`src/verilog/tsx_pkg.sv`:
```
// constants and types of the transmit serializer status block
package tsx_pkg;

  // ****************************************
  // register map
  // ****************************************
  localparam int ADDR_W = 6;
  localparam logic [5:0] OFS_IRQ_ENABLE = 6'h0D;
  localparam logic [5:0] OFS_EVENT_FLAGS = 6'h0E;
  localparam logic [5:0] OFS_BYTE_HOLDING = 6'h0F;
  localparam logic [5:0] OFS_QUALIFIER_MASK = 6'h10;

  // ****************************************
  // field layout and reset values
  // ****************************************
  localparam int FLAG_UNDERFLOW = 3;
  localparam int FLAG_OVERFLOW = 2;
  localparam int FLAG_DONE = 1;
  localparam int FLAG_EMPTY = 0;
  localparam int FLAG_W = 4;
  localparam logic [3:0] FLAGS_RESET = 4'h0;
  localparam logic [3:0] READ_CLEAR_MASK = 4'hE;
  localparam logic [7:0] BYTE_RESET = 8'h00;
  localparam logic [3:0] RSVD_ZERO = 4'h0;
  localparam int FIFO_DEPTH = 16;

  // ****************************************
  // carriers
  // ****************************************
  typedef struct packed {
    logic rd;
    logic wr;
    logic [5:0] addr;
    logic [7:0] wdata;
  } tsx_reg_req_t;

  typedef struct packed {
    logic is_data;
    logic value;
  } tsx_sym_t;

endpackage

```
`src/verilog/tsx_serializer.sv`:
```
// bit fifo and transmit serializer with status flags
`timescale 1ns/1ps

// ****************************************
// fifo of symbols toward the modulator
// ****************************************
module tsx_fifo #(
  parameter int WIDTH = 2,
  parameter int DEPTH = 16
) (
  // clock and reset
  input wire logic clk_sys_i,
  input wire logic rst_i,
  // filling side
  input wire logic in_valid_i,
  output logic in_ready_o,
  input wire logic [WIDTH-1:0] in_data_i,
  // draining side
  output logic out_valid_o,
  input wire logic out_ready_i,
  output logic [WIDTH-1:0] out_data_o
);
  localparam int PTR_W = $clog2(DEPTH);

  // refuse a depth the wrapping pointers cannot serve
  if (DEPTH < 2 || (1 << PTR_W) != DEPTH || WIDTH < 1) begin : g_bad_size
    $error("tsx_fifo depth must be a power of two, width above zero");
  end

  logic [WIDTH-1:0] mem [DEPTH];
  // pointers carry one extra wrap bit
  logic [PTR_W:0] wr_ptr;
  logic [PTR_W:0] rd_ptr;
  wire logic full;
  wire logic empty;
  wire logic push;
  wire logic pop;

  // full when pointers differ only in the wrap bit
  assign full = (wr_ptr[PTR_W] != rd_ptr[PTR_W]) &&
                (wr_ptr[PTR_W-1:0] == rd_ptr[PTR_W-1:0]);
  assign empty = (wr_ptr == rd_ptr);
  assign in_ready_o = !full;
  assign out_valid_o = !empty;
  assign push = in_valid_i && !full;
  assign pop = out_ready_i && !empty;
  assign out_data_o = mem[rd_ptr[PTR_W-1:0]];

  always_ff @(posedge clk_sys_i or posedge rst_i) begin
    if (rst_i) begin
      wr_ptr <= '0;
      rd_ptr <= '0;
    end else begin
      if (push) begin
        wr_ptr <= wr_ptr + 1'b1;
      end
      if (pop) begin
        rd_ptr <= rd_ptr + 1'b1;
      end
    end
  end

  always_ff @(posedge clk_sys_i) begin
    if (push) begin
      mem[wr_ptr[PTR_W-1:0]] <= in_data_i;
    end
  end
endmodule

// ****************************************
// transmit serializer top
// ****************************************
module tsx_serializer
  import tsx_pkg::*;
#(
  parameter int DEPTH = FIFO_DEPTH
) (
  // clock and reset
  input wire logic clk_sys_i,
  input wire logic rst_i,
  // register access from the serial host port
  input wire tsx_reg_req_t reg_req_i,
  output logic [7:0] reg_rdata_o,
  output logic reg_rvalid_o,
  // transmit mode from the control register
  input wire logic tx_mode_i,
  // symbol stream toward the modulator
  output logic sym_valid_o,
  input wire logic sym_ready_i,
  output tsx_sym_t sym_o,
  // interrupt request
  output logic irq_o
);
  // ****************************************
  // parameter check
  // ****************************************
  // the symbol fifo needs a power of two depth of at least two
  if (DEPTH < 2 || (DEPTH & (DEPTH - 1)) != 0) begin : g_bad_depth
    $error("tsx_serializer depth must be a power of two of at least 2");
  end

  // ****************************************
  // helpers
  // ****************************************
  // true when the request addresses the given register
  function automatic logic reg_hit(input logic [ADDR_W-1:0] addr,
                                   input logic [ADDR_W-1:0] ofs);
    return addr == ofs;
  endfunction

  // one-hot mask of a single flag position
  function automatic logic [FLAG_W-1:0] flag_bit(input int pos);
    return FLAG_W'(1) << pos;
  endfunction

  // ****************************************
  // state
  // ****************************************
  logic [3:0] irq_enable;
  logic [3:0] flags;
  logic [7:0] hold_data;
  logic [7:0] hold_mask;
  logic hold_full;
  logic [7:0] sh_data;
  logic [7:0] sh_mask;
  logic sent_any;

  // ****************************************
  // decode
  // ****************************************
  wire logic hit_irq_enable;
  wire logic hit_flags;
  wire logic hit_holding;
  wire logic hit_mask;
  wire logic wr_en_reg;
  wire logic wr_hold;
  wire logic wr_mask;
  wire logic rd_flags;
  wire logic fifo_ready;
  wire logic step;
  wire logic sh_busy;
  wire logic shift_bit;
  wire logic load;
  wire logic last_bit;
  wire logic [3:0] vis_flags;
  wire logic [3:0] set_flags;
  wire logic [3:0] rd_clear;
  wire logic [3:0] wr_clear;
  wire logic [3:0] clr_flags;
  wire logic [3:0] next_flags;
  wire logic [7:0] rd_mux;
  wire tsx_sym_t push_sym;

  // register address decode, shared by write and read paths
  assign hit_irq_enable = reg_hit(reg_req_i.addr, OFS_IRQ_ENABLE);
  assign hit_flags = reg_hit(reg_req_i.addr, OFS_EVENT_FLAGS);
  assign hit_holding = reg_hit(reg_req_i.addr, OFS_BYTE_HOLDING);
  assign hit_mask = reg_hit(reg_req_i.addr, OFS_QUALIFIER_MASK);
  // write and read strobes
  assign wr_en_reg = reg_req_i.wr && hit_irq_enable;
  assign wr_hold = reg_req_i.wr && hit_holding;
  assign wr_mask = reg_req_i.wr && hit_mask;
  assign rd_flags = reg_req_i.rd && hit_flags;

  // ****************************************
  // shifter control
  // ****************************************

  // the shifter advances only when the fifo can take a symbol
  assign step = tx_mode_i && fifo_ready;
  assign sh_busy = |sh_mask;
  assign shift_bit = step && sh_busy;
  assign load = step && !sh_busy && hold_full;
  assign last_bit = shift_bit && (sh_mask[7:1] == 7'h00);

  assign push_sym = '{is_data: sh_mask[0], value: sh_mask[0] & sh_data[0]};

  // ****************************************
  // flag update
  // ****************************************
  // underflow after a bit
  assign set_flags[FLAG_UNDERFLOW] = step && !sh_busy && !hold_full &&
                                     sent_any;
  assign set_flags[FLAG_OVERFLOW] = wr_hold && hold_full && !load;
  assign set_flags[FLAG_DONE] = last_bit && !hold_full;
  assign set_flags[FLAG_EMPTY] = load;

  assign rd_clear = rd_flags ? READ_CLEAR_MASK : FLAGS_RESET;
  assign wr_clear = wr_hold ? flag_bit(FLAG_EMPTY) : FLAGS_RESET;
  assign clr_flags = rd_clear | wr_clear;
  // set wins over clear
  assign next_flags = (flags & ~clr_flags) | set_flags;

  assign vis_flags = tx_mode_i ? flags : FLAGS_RESET;

  // ****************************************
  // read path
  // ****************************************
  // read only, reserved zero
  assign rd_mux = hit_irq_enable ? {RSVD_ZERO, irq_enable} :
                  hit_flags ? {RSVD_ZERO, vis_flags} :
                  hit_holding ? hold_data :
                  hit_mask ? hold_mask :
                  BYTE_RESET;

  // ****************************************
  // registers
  // ****************************************
  always_ff @(posedge clk_sys_i or posedge rst_i) begin
    if (rst_i) begin
      irq_enable <= FLAGS_RESET;
      flags <= FLAGS_RESET;
    end else begin
      if (wr_en_reg) begin
        irq_enable <= reg_req_i.wdata[FLAG_W-1:0];
      end
      flags <= next_flags;
    end
  end

  always_ff @(posedge clk_sys_i or posedge rst_i) begin
    if (rst_i) begin
      hold_data <= BYTE_RESET;
      hold_mask <= BYTE_RESET;
      hold_full <= 1'b0;
    end else begin
      if (wr_hold) begin
        hold_data <= reg_req_i.wdata;
      end
      if (wr_mask) begin
        hold_mask <= reg_req_i.wdata;
      end
      hold_full <= wr_hold || (hold_full && !load);
    end
  end

  always_ff @(posedge clk_sys_i or posedge rst_i) begin
    if (rst_i) begin
      sh_data <= BYTE_RESET;
      sh_mask <= BYTE_RESET;
    end else if (load) begin
      sh_data <= hold_data;
      sh_mask <= hold_mask;
    end else if (shift_bit) begin
      sh_data <= {1'b0, sh_data[7:1]};
      sh_mask <= {1'b0, sh_mask[7:1]};
    end
  end

  // any bit sent since transmit mode began
  always_ff @(posedge clk_sys_i or posedge rst_i) begin
    if (rst_i) begin
      sent_any <= 1'b0;
    end else begin
      sent_any <= tx_mode_i && (sent_any || shift_bit);
    end
  end

  always_ff @(posedge clk_sys_i or posedge rst_i) begin
    if (rst_i) begin
      reg_rdata_o <= BYTE_RESET;
      reg_rvalid_o <= 1'b0;
    end else begin
      reg_rvalid_o <= reg_req_i.rd;
      if (reg_req_i.rd) begin
        reg_rdata_o <= rd_mux;
      end
    end
  end

  always_ff @(posedge clk_sys_i or posedge rst_i) begin
    if (rst_i) begin
      irq_o <= 1'b0;
    end else begin
      irq_o <= tx_mode_i && |(next_flags & irq_enable);
    end
  end

  // ****************************************
  // symbol fifo
  // ****************************************
  tsx_fifo #(
    .WIDTH($bits(tsx_sym_t)),
    .DEPTH(DEPTH)
  ) u_fifo (
    .clk_sys_i(clk_sys_i),
    .rst_i(rst_i),
    .in_valid_i(shift_bit),
    .in_ready_o(fifo_ready),
    .in_data_i(push_sym),
    .out_valid_o(sym_valid_o),
    .out_ready_i(sym_ready_i),
    .out_data_o(sym_o)
  );
endmodule

```
`config.mk`:
```
export PLATFORM = sky130hd
export DESIGN_NAME = tsx_serializer
export DESIGN_NICKNAME = d
export VERILOG_FILES = /design/src/verilog/tsx_pkg.sv /design/src/verilog/tsx_serializer.sv
export SDC_FILE = /design/constraint.sdc
export NUM_CORES = 1
export LEC_CHECK = 0
export BUFFER_PORTS_ARGS = -buffer_cell sky130_fd_sc_hd__buf_4
export CAP_MARGIN = 20
export CORE_MARGIN = 5
export CORE_UTILIZATION = 45
export DETAILED_ROUTE_END_ITERATION = 10
export PLACE_DENSITY = 0.69
export SLEW_MARGIN = 40
export SYNTH_ARGS = -nofsm -noshare
export SYNTH_HDL_FRONTEND = slang
export SYNTH_SLANG_ARGS = --single-unit
```
`constraint.sdc`:
```
create_clock -name clk_sys_i -period 6.2 [get_ports clk_sys_i]
set_input_delay 1.24 -clock clk_sys_i [delete_from_list [all_inputs] [get_ports clk_sys_i]]
set_output_delay 1.24 -clock clk_sys_i [all_outputs]
set_load 0.005 [all_outputs]
```
==> metrics.csv, run 1 <==
stage,metric,value,unit
global_routing,vias in the first global route,2703,
synthesis,post-synth top area share,37.4,%
synthesis,Unique masters post-synth,42,
sta,"Hold Vio Cnt, Final",0,
detailed_routing,drt pass-1 iters,5,
die,Vert. Die Dim,106,um
worst_setup_path,Worst Setup End Kind,output port,
synthesis,post-synth top area cell,dfrtp_1,
sta,Final WS setup,2.63,ns
detailed_routing,Final ANT Viol Nets,0,
die,Chip Width,106,um
worst_hold_path,HP Class,reg -> reg,
worst_setup_path,reg2reg end,irq_o$_DFF_PP0_,
sta,fin. max-slew vios,0,
placed_design,Final GP Congestion,0.791,
final_layout,layout cells sized above 1,26.0,%
synthesis,post-synthesis cell area,4150,um^2
global_routing,initial antenna violation count,0,
worst_setup_path,R2R cell count,6,
die,row count,35,
worst_setup_path,critical path peak fanout,12,
worst_setup_path,startpoint of the worst register-to-register path,u_fifo.rd_ptr[0]$_DFFE_PP0P_,
placed_design,pre-CTS setup slack,2.99,ns
placed_design,port bufs,32,
global_routing,largest net degree at the start of global routing,63,
clocking,clk buf depth,2,
synthesis,Syn Inst Count,314,
synthesis,Post-synth top flop,dfrtp_1,
clocking,cts hold-fix bufs,0,
clocking,CTS H-Tree Depth,3,
placed_design,hpwl dp,5930,um
final_layout,fillers,790,
sta,worst rel slew slack,49.7,%
detailed_routing,final WL,8300,um
sta,Worst Clk Skew,0.0185,ns
clocking,"Clk Latency, worst-skew pair",0.35,ns
status,status,completed,
clocking,post-CTS setup buffers,0,
global_routing,grt total ovfl,0,
detailed_routing,Vias/cell,5.56,
synthesis,largest cells by area after synthesis,"dfrtp_1 (37%), edfxtp_1 (23%), mux2_2 (5.7%)",
clocking,clock root buffer,clkbuf_8,
sta,RSZ-0062 raised after global routing,false,
power,Lkg Pwr,1.97,nW
detailed_routing,Vias,2562,
synthesis,syn nets,339,
sta,maximum clock rate,280,MHz
synthesis,syn avg cell area,13.2,um^2
power,power per cell area,399,nW/um^2
synthesis,Ys Warns,0,
clocking,Clock Sink Count,94,
detailed_routing,1st-iter DRT viols,185,
final_layout,area grow syn2layout,13.0,%
final_layout,Final Cell Area,4690,um^2
sta,worst slew pin tran,0.753,ns
die,# IOs,33,
power,maximum VDD drop,0.164,mV
clocking,total CTS buffers,9,
final_layout,nets@finish,370,
sta,final setup TNS,0,ns
detailed_routing,drt drc,0,
worst_setup_path,Critical Path Source Type,register,
synthesis,Yosys reg bits,94,
worst_setup_path,R2R setup slack,3.52,ns
clocking,cts repair resizes,0,
worst_setup_path,Crit Path Class,reg -> out,
clocking,Clock Pin Slew Worst Setup and Hold Paths,0.09,ns
sta,Final Cycle Share,57.6,%
worst_hold_path,Hold Path Sink,sh_data[0]$_DFFE_PP0P_,
worst_hold_path,HP Start,sh_data[0]$_DFFE_PP0P_,
synthesis,register area share after synthesis,60.5,%
run,max_cap viols,0,
worst_setup_path,required time worst endpoint,4.96,ns
global_routing,All-Layer GR Usage,15.9,%
die,die area,11200,um^2
worst_hold_path,WHS Path Cells,2,
global_routing,first-pass GRT wire length,14100,um
worst_setup_path,arrival time worst endpoint,2.33,ns
placed_design,area post-placement,4480,um^2
die,Core Area,9110,um^2
clocking,TritonCTS clock tree,done,
synthesis,"Async S/R FF share, synth",66.0,%
detailed_routing,WL per Instance,18.0,um
sta,# setup viols final,0,
die,Initial Util,45.6,%
final_layout,antenna diode instance count,0,
sta,Tmin final,3.57,ns
synthesis,Post-synth EDFFs,32,
==> metal layers <==
layer,track usage [%],vias to the layer above,part of all wire (%)
met1,21.1,1282,44
met2,26.6,49,51
li1,-,1220,-
met4,4.90,0,1.5
met3,3.04,11,3.5
met5,0,-,0
==> stage by stage <==
step | power, W | std cells | util (%) | hold WS, ns
2_1_floorplan | 0.00130 | 314 | - | 0.442
3_3_place_gp | 0.00145 | 445 | 49.1 | 0.457
3_5_place_dp | 0.00147 | 445 | 49.2 | 0.466
4_1_cts | 0.00189 | 461 | 51.5 | 0.485
5_1_grt | 0.00199 | 461 | 51.5 | 0.500
6_report | 0.00187 | 461 | 51.5 | 0.480
==> registers in the layout (all words and copies together), names as in the netlist <==
signal	cells
u_fifo.mem	32
hold_full	1
irq_o	1
hold_data	8
u_fifo.rd_ptr	5
sent_any	1
irq_enable	4
reg_rdata_o	8
hold_mask	8
reg_rvalid_o	1
u_fifo.wr_ptr	5
flags	4
sh_data	8
sh_mask	8
==> cell usage after synthesis (5+ instances only) <==
cell type,instances
a21oi_1,13
a22oi_1,14
and3_1,17
buf_2,6
clkbuf_1,6
dfrtp_1,62
edfxtp_1,32
ha_1,5
inv_1,9
mux2_2,21
mux4_2,10
nand2_1,31
nor2_1,13
o21ai_0,17
xnor2_1,6
xor2_1,8
==> worst max-delay path by stage <==
stage | start | endpoint | slack [ns] | depth (start not counted)
after detailed placement | u_fifo.rd_ptr[0]$_DFFE_PP0P_ | sym_o[0] | 2.99 | 3
after global routing | u_fifo.rd_ptr[0]$_DFFE_PP0P_ | sym_o[0] | 2.47 | 3
after global placement | u_fifo.rd_ptr[0]$_DFFE_PP0P_ | sym_o[0] | 3.05 | 3
final | u_fifo.rd_ptr[0]$_DFFE_PP0P_ | sym_o[0] | 2.63 | 3
after CTS | u_fifo.rd_ptr[0]$_DFFE_PP0P_ | sym_o[0] | 2.59 | 3
after floorplan | u_fifo.rd_ptr[0]$_DFFE_PP0P_ | sym_o[0] | 3.33 | 3
==> critical path, stage by stage, from the launching register on <==
cell and delay [ns]:
dfrtp_1 0.76, mux4_2 0.59, mux4_2 0.48, buf_4 0.15
==> placed cells by master, fill, tap and decap left out, types with 2 or more instances in the layout <==
cell        count
a22o_1          2
nor2b_1         2
clkbuf_8        9
a32o_1          2
nand2_1        31
buf_4          33
clkbuf_1        2
nand4_1         3
clkinvlp_4      2
ha_1            5
o21ai_0        17
edfxtp_1       32
and3_1         17
dfrtp_1        62
o22ai_1         4
and2_1          4
a221oi_1        4
nand2_2         2
a22oi_1        14
mux4_2         10
mux2_2         21
a21oi_1        13
nor4_4          2
nor2_1         12
nor3_1          2
xor2_1          8
inv_1           8
nand4b_1        2
xnor2_1         6
==> area by class of cell <==
type / count / area, um^2 / share of cell area (%)
Clock buffer: 12 / 156 / 3.33
Clock inverter: 4 / 53.8 / 1.15
Inverter: 9 / 33.8 / 0.720
Multi-Input combinational cell: 197 / 1540 / 32.8
Sequential cell: 94 / 2510 / 53.5
Tap cell: 111 / 139 / 2.96
Timing Repair Buffer: 34 / 259 / 5.52
==> cell families (layout without fill, tap and decap cells) <==
kind of cell,after synthesis,count (layout),synth area share [%]
flip-flops,94,94,60.5
AND/OR/NAND/NOR,84,84,11.4
AO/OA/AOI/OAI,63,63,10.0
multiplexers,31,31,11.1
buffers and inverters,23,59,2.47
XOR/XNOR,14,14,2.95
adder cells (fa/ha/maj),5,5,1.51
==> power breakdown <==
part / internal, W / total (W) / leakage, nW / switching, W
clock: 0.000213 / 0.000421 / 0.0984 / 0.000208
combinational: 0.000258 / 0.000539 / 0.766 / 0.000281
sequential: 0.000762 / 0.000914 / 1.11 / 0.000152
total: 0.00123 / 0.00187 / 1.97 / 0.000641
Note: power is estimated with default switching activity, not from simulation.
==> run 2, diff against run 1 <==
--- a/config.mk
+++ b/config.mk
@@ -10,7 +10,7 @@
 export CORE_MARGIN = 5
 export CORE_UTILIZATION = 45
 export DETAILED_ROUTE_END_ITERATION = 10
-export PLACE_DENSITY = 0.69
+export PLACE_DENSITY = 0.71
 export SLEW_MARGIN = 40
 export SYNTH_ARGS = -nofsm -noshare
 export SYNTH_HDL_FRONTEND = slang
==> constraint.sdc (replaced) <==
create_clock -name clk_sys_i -period 2.9 [get_ports clk_sys_i]
set_input_delay 0.58 -clock clk_sys_i [delete_from_list [all_inputs] [get_ports clk_sys_i]]
set_output_delay 0.58 -clock clk_sys_i [all_outputs]
set_load 0.005 [all_outputs]
==> metrics.csv, run 2 (same netlist as run 1, synthesis figures left out) <==
stage,metric,value,unit
detailed_routing,Max Used Layer,met4,
final_layout,nets@finish,375,
clocking,clk buf depth,2,
power,maximum VDD drop,0.330,mV
sta,RSZ-0062 raised after global routing,false,
detailed_routing,final WL,8040,um
worst_setup_path,required time worst endpoint,2.32,ns
detailed_routing,drt drc,0,
sta,# setup viols final,0,
clocking,TritonCTS clock tree,done,
detailed_routing,met3 WL post-DR,238,um
global_routing,All-Layer GR Usage,15.1,%
clocking,"Clk Latency, worst-skew pair",0.36,ns
clocking,CTS H-Tree Depth,3,
worst_setup_path,Critical Path Source Type,register,
sta,worst hold slack,0.307,ns
die,# IOs,33,
detailed_routing,Vias/cell,5.61,
final_layout,"commonest non-fill, non-tap cell in the layout",dfrtp_1,
sta,Tmin final,2.66,ns
worst_setup_path,startpoint of the worst register-to-register path,u_fifo.rd_ptr[1]$_DFFE_PP0P_,
worst_setup_path,Worst Setup End Kind,output port,
worst_setup_path,critical path peak fanout,10,
detailed_routing,WL per Instance,17.3,um
status,status,completed,
final_layout,antenna diode instance count,0,
detailed_routing,Vias,2612,
worst_setup_path,Critical path origin,u_fifo.rd_ptr[0]$_DFFE_PP0P_,
detailed_routing,Final ANT Viol Nets,0,
sta,"Hold Vio Cnt, Final",0,
final_layout,area grow syn2layout,13.3,%
global_routing,initial antenna violation count,0,
worst_setup_path,reg2reg end,u_fifo.mem[3][0]$_DFFE_PP_,
sta,worst slew pin tran,0.773,ns
die,Vert. Die Dim,106,um
detailed_routing,drt pass-1 iters,4,
detailed_routing,Detail Route met2 WL,4210,um
final_layout,max reg flops,32,
final_layout,layout cells sized above 1,27.3,%
power,Lkg Pwr,1.98,nW
sta,final setup TNS,0,ns
clocking,Clock Pin Slew Worst Setup and Hold Paths,0.09,ns
sta,Worst Clk Skew,0.00989,ns
sta,Final Cycle Share,91.7,%
clocking,total CTS buffers,9,
global_routing,vias in the first global route,2634,
worst_setup_path,arrival time worst endpoint,2.08,ns
sta,fin. max-slew vios,0,
global_routing,first-pass GRT wire length,13300,um
placed_design,Final GP Congestion,0.863,
worst_setup_path,R2R cell count,7,
final_layout,"commonest non-fill, non-tap cells in the layout","dfrtp_1 (61), buf_4 (38), edfxtp_1 (32), nand2_1 (31), mux2_2 (21)",
clocking,Clock Sink Count,94,
die,Initial Util,45.6,%
worst_setup_path,R2R setup slack,0.53,ns
die,Chip Width,106,um
die,Core Area,9110,um^2
run,max_cap viols,0,
detailed_routing,wl on met1,3430,um
die,die area,11200,um^2
die,row count,35,
global_routing,grt total ovfl,0,
clocking,clock root buffer,clkbuf_8,
worst_setup_path,Crit Path Class,reg -> out,
sta,maximum clock rate,376,MHz
detailed_routing,1st-iter DRT viols,159,
worst_hold_path,HP Class,in -> async,
sta,worst rel slew slack,48.3,%
placed_design,hpwl dp,5930,um
placed_design,port bufs,32,
global_routing,largest net degree at the start of global routing,34,
power,power per cell area,822,nW/um^2
clocking,cts hold-fix bufs,0,
run 2: cell types whose count changed in the layout (fill, tap and decap cells not counted), sizes merged:
cell	before	now
clkinv	0	4
clkbuf	12	9
buf	34	39
bufinv	1	0
run 2: timing repair:
item                                   in CTS  in global routing
resized for setup                           0                  1
setup endpoints to repair                   0                  2
endpoints found under the hold margin       0                  0
buffers inserted                            0                  0
run 2: final cells by class:
type / instances / area [um^2]
Fill cell: 787 / 4410
Sequential cell: 94 / 2510
Multi-Input combinational cell: 197 / 1540
Timing Repair Buffer: 39 / 305
Tap cell: 111 / 139
Clock buffer: 9 / 124
Clock inverter: 7 / 50.0
Inverter: 9 / 33.8
run 2: worst max-delay path: stages (launching register included):
cell     delay (ns)
dfrtp_2        0.56
mux4_2         0.55
mux4_2         0.46
buf_4          0.15
run 2: power breakdown:
group          switching [W]  leakage (nW)  internal, W
combinational       0.000615         0.794     0.000572
clock               0.000443        0.0832     0.000312
sequential          0.000289          1.11      0.00163
run 2: worst max path at each step:
stage / endpoint / cells after the start
global route: sym_o[1] / 3
global placement: sym_o[1] / 3
floorplan: sym_o[0] / 3
detailed placement: sym_o[0] / 3
finish: sym_o[0] / 3
CTS: sym_o[0] / 3
run 2: metrics by stage:
| stage | utilization, % | total power (W) | instance area [um^2] | instances | worst slack [ns] |
|---|---|---|---|---|---|
| after floorplan | - | 0.00277 | 4150 | 314 | 0.692 |
| after global placement | 49.7 | 0.00310 | 4530 | 450 | 0.477 |
| after detailed placement | 49.7 | 0.00313 | 4530 | 450 | 0.420 |
| after CTS | 51.6 | 0.00390 | 4700 | 466 | 0.0151 |
| after global routing | 51.6 | 0.00410 | 4700 | 466 | 0.133 |
| final | 51.6 | 0.00386 | 4700 | 466 | 0.241 |
run 2: metal layers:
layer	track usage, %	up-vias
met5	0	-
met2	25.8	48
met3	3.22	14
li1	-	1238
met1	19.0	1312
met4	5.27	0
==> run 3, diff against run 2 <==
--- a/config.mk
+++ b/config.mk
@@ -10,7 +10,8 @@
 export CORE_MARGIN = 5
 export CORE_UTILIZATION = 45
 export DETAILED_ROUTE_END_ITERATION = 10
-export PLACE_DENSITY = 0.71
+export HOLD_SLACK_MARGIN = 0.03
+export PLACE_DENSITY = 0.69
 export SLEW_MARGIN = 40
 export SYNTH_ARGS = -nofsm -noshare
 export SYNTH_HDL_FRONTEND = slang
==> constraint.sdc (replaced) <==
create_clock -name clk_sys_i -period 2.7 [get_ports clk_sys_i]
set_input_delay 0.54 -clock clk_sys_i [delete_from_list [all_inputs] [get_ports clk_sys_i]]
set_output_delay 0.54 -clock clk_sys_i [all_outputs]
set_load 0.005 [all_outputs]
==> metrics.csv, run 3 (same netlist as run 1, synthesis figures left out) <==
stage,metric,value,unit
die,Core Area,9110,um^2
run,max_cap viols,0,
final_layout,fillers,811,
sta,Tmin final,2.61,ns
placed_design,Final GP Congestion,0.862,
die,Chip Width,106,um
final_layout,Final Cell Area,4730,um^2
final_layout,Layout Cells excl Fill,469,
worst_setup_path,required time worst endpoint,2.16,ns
global_routing,largest net degree at the start of global routing,63,
worst_hold_path,HP Class,in -> async,
detailed_routing,Final ANT Viol Nets,0,
detailed_routing,1st-iter DRT viols,168,
power,Comb pwr share,32.8,%
power,Lkg Pwr,1.99,nW
clocking,clock root buffer,clkbuf_8,
power,maximum VDD drop,0.429,mV
global_routing,grt total ovfl,0,
sta,worst slew pin tran,0.716,ns
sta,fin. max-slew vios,0,
detailed_routing,drt pass-1 iters,4,
final_layout,max reg flops,32,
final_layout,layout cells sized above 1,27.9,%
die,Vert. Die Dim,106,um
clocking,Clock Pin Slew Worst Setup and Hold Paths,0.09,ns
status,status,completed,
worst_setup_path,Critical Path Source Type,register,
power,Flop pwr share,47.6,%
detailed_routing,WL per Instance,17.8,um
detailed_routing,Vias/cell,5.58,
die,die area,11200,um^2
worst_setup_path,critical path peak fanout,8,
clocking,total CTS buffers,9,
power,sw frac,35.1,%
detailed_routing,final WL,8340,um
sta,Final Cycle Share,96.6,%
worst_setup_path,startpoint of the worst register-to-register path,u_fifo.rd_ptr[0]$_DFFE_PP0P_,
worst_setup_path,R2R cell count,8,
placed_design,hpwl dp,6090,um
sta,RSZ-0062 raised after global routing,false,
placed_design,area post-placement,4540,um^2
worst_setup_path,Critical path origin,u_fifo.rd_ptr[0]$_DFFE_PP0P_,
die,Initial Util,45.6,%
die,# IOs,33,
placed_design,cell count after placement,452,
clocking,TritonCTS clock tree,done,
clocking,CTS H-Tree Depth,3,
sta,"Hold Vio Cnt, Final",0,
power,Int Pwr,0.00273,W
detailed_routing,drt drc,0,
clocking,Clock Sink Count,94,
final_layout,antenna diode instance count,0,
global_routing,All-Layer GR Usage,15.8,%
sta,Worst Clk Skew,0.0123,ns
clocking,"Clk Latency, worst-skew pair",0.35,ns
worst_setup_path,Worst Setup End Kind,output port,
global_routing,first-pass GRT wire length,13900,um
global_routing,initial antenna violation count,0,
placed_design,port bufs,32,
final_layout,"commonest non-fill, non-tap cell in the layout",dfrtp_1,
final_layout,"commonest non-fill, non-tap cells in the layout","dfrtp_1 (61), buf_4 (40), edfxtp_1 (32), nand2_1 (31), mux2_2 (21)",
clocking,clk buf depth,2,
power,Clk network pwr share,19.5,%
final_layout,area grow syn2layout,13.9,%
power,Switch Pwr,0.00148,W
power,power per cell area,890,nW/um^2
sta,maximum clock rate,384,MHz
sta,worst rel slew slack,52.2,%
sta,# setup viols final,0,
clocking,cts hold-fix bufs,0,
worst_setup_path,Crit Path Class,reg -> out,
sta,final setup TNS,0,ns
die,row count,35,
worst_setup_path,R2R setup slack,0.43,ns
sta,worst hold slack,0.243,ns
final_layout,nets@finish,378,
detailed_routing,Vias,2619,
global_routing,vias in the first global route,2737,
worst_setup_path,reg2reg end,sh_data[2]$_DFFE_PP0P_,
worst_setup_path,arrival time worst endpoint,2.07,ns
[run 3: worst max-delay path by stage]
stage,end,cells past startpoint
floorplan,sym_o[0],3
global placement,sym_o[0],4
detailed placement,sym_o[0],4
CTS,sym_o[0],4
global route,sym_o[0],4
finish,sym_o[0],4
[run 3: critical path: stages, from the launching register on]
cell,delay [ns]
dfrtp_2,0.41
buf_6,0.17
mux4_2,0.51
mux4_2,0.47
buf_4,0.15
[run 3: per-stage QoR]
step	util [%]	setup slack [ns]	power [W]
floorplan	-	0.532	0.00298
global placement	49.9	0.381	0.00337
detailed placement	49.9	0.330	0.00341
CTS	51.8	0.0200	0.00423
global route	51.9	0.000311	0.00449
finish	51.9	0.0930	0.00421
[run 3: routing by layer]
layer  GRT usage, %  wire length [um]  vias up
met4           5.18               108        0
met1           20.5              3620     1324
met3           3.46               282       10
met5              0                 0        -
li1               -                 -     1239
met2           26.5              4330       46
[run 3: power groups by stage]
stage	sequential, W	combinational, W	clock (W)
floorplan	0.00193	0.00105	0
global placement	0.00203	0.00134	0
detailed placement	0.00204	0.00137	0
CTS	0.00201	0.00138	0.000843
global route	0.00204	0.00153	0.000917
finish	0.00201	0.00138	0.000822
[run 3: what timing repair did]
| item | in CTS | in global routing |
|---|---|---|
| setup endpoints to repair | 2 | 2 |
| setup buffers | 0 | 1 |
| resized for setup | 2 | 0 |
| endpoints found under the hold margin | 0 | 0 |
| pin swaps | 0 | 0 |
[run 3: cell type report]
| type | count | area, um^2 | area share, % |
|---|---|---|---|
| clock buffer | 10 | 128 | 2.70 |
| clock inverter | 6 | 46.3 | 0.979 |
| inverter | 9 | 33.8 | 0.714 |
| multi-input combinational | 197 | 1540 | 32.5 |
| sequential | 94 | 2510 | 53.2 |
| tap | 111 | 139 | 2.94 |
| timing repair buffer | 42 | 332 | 7.01 |
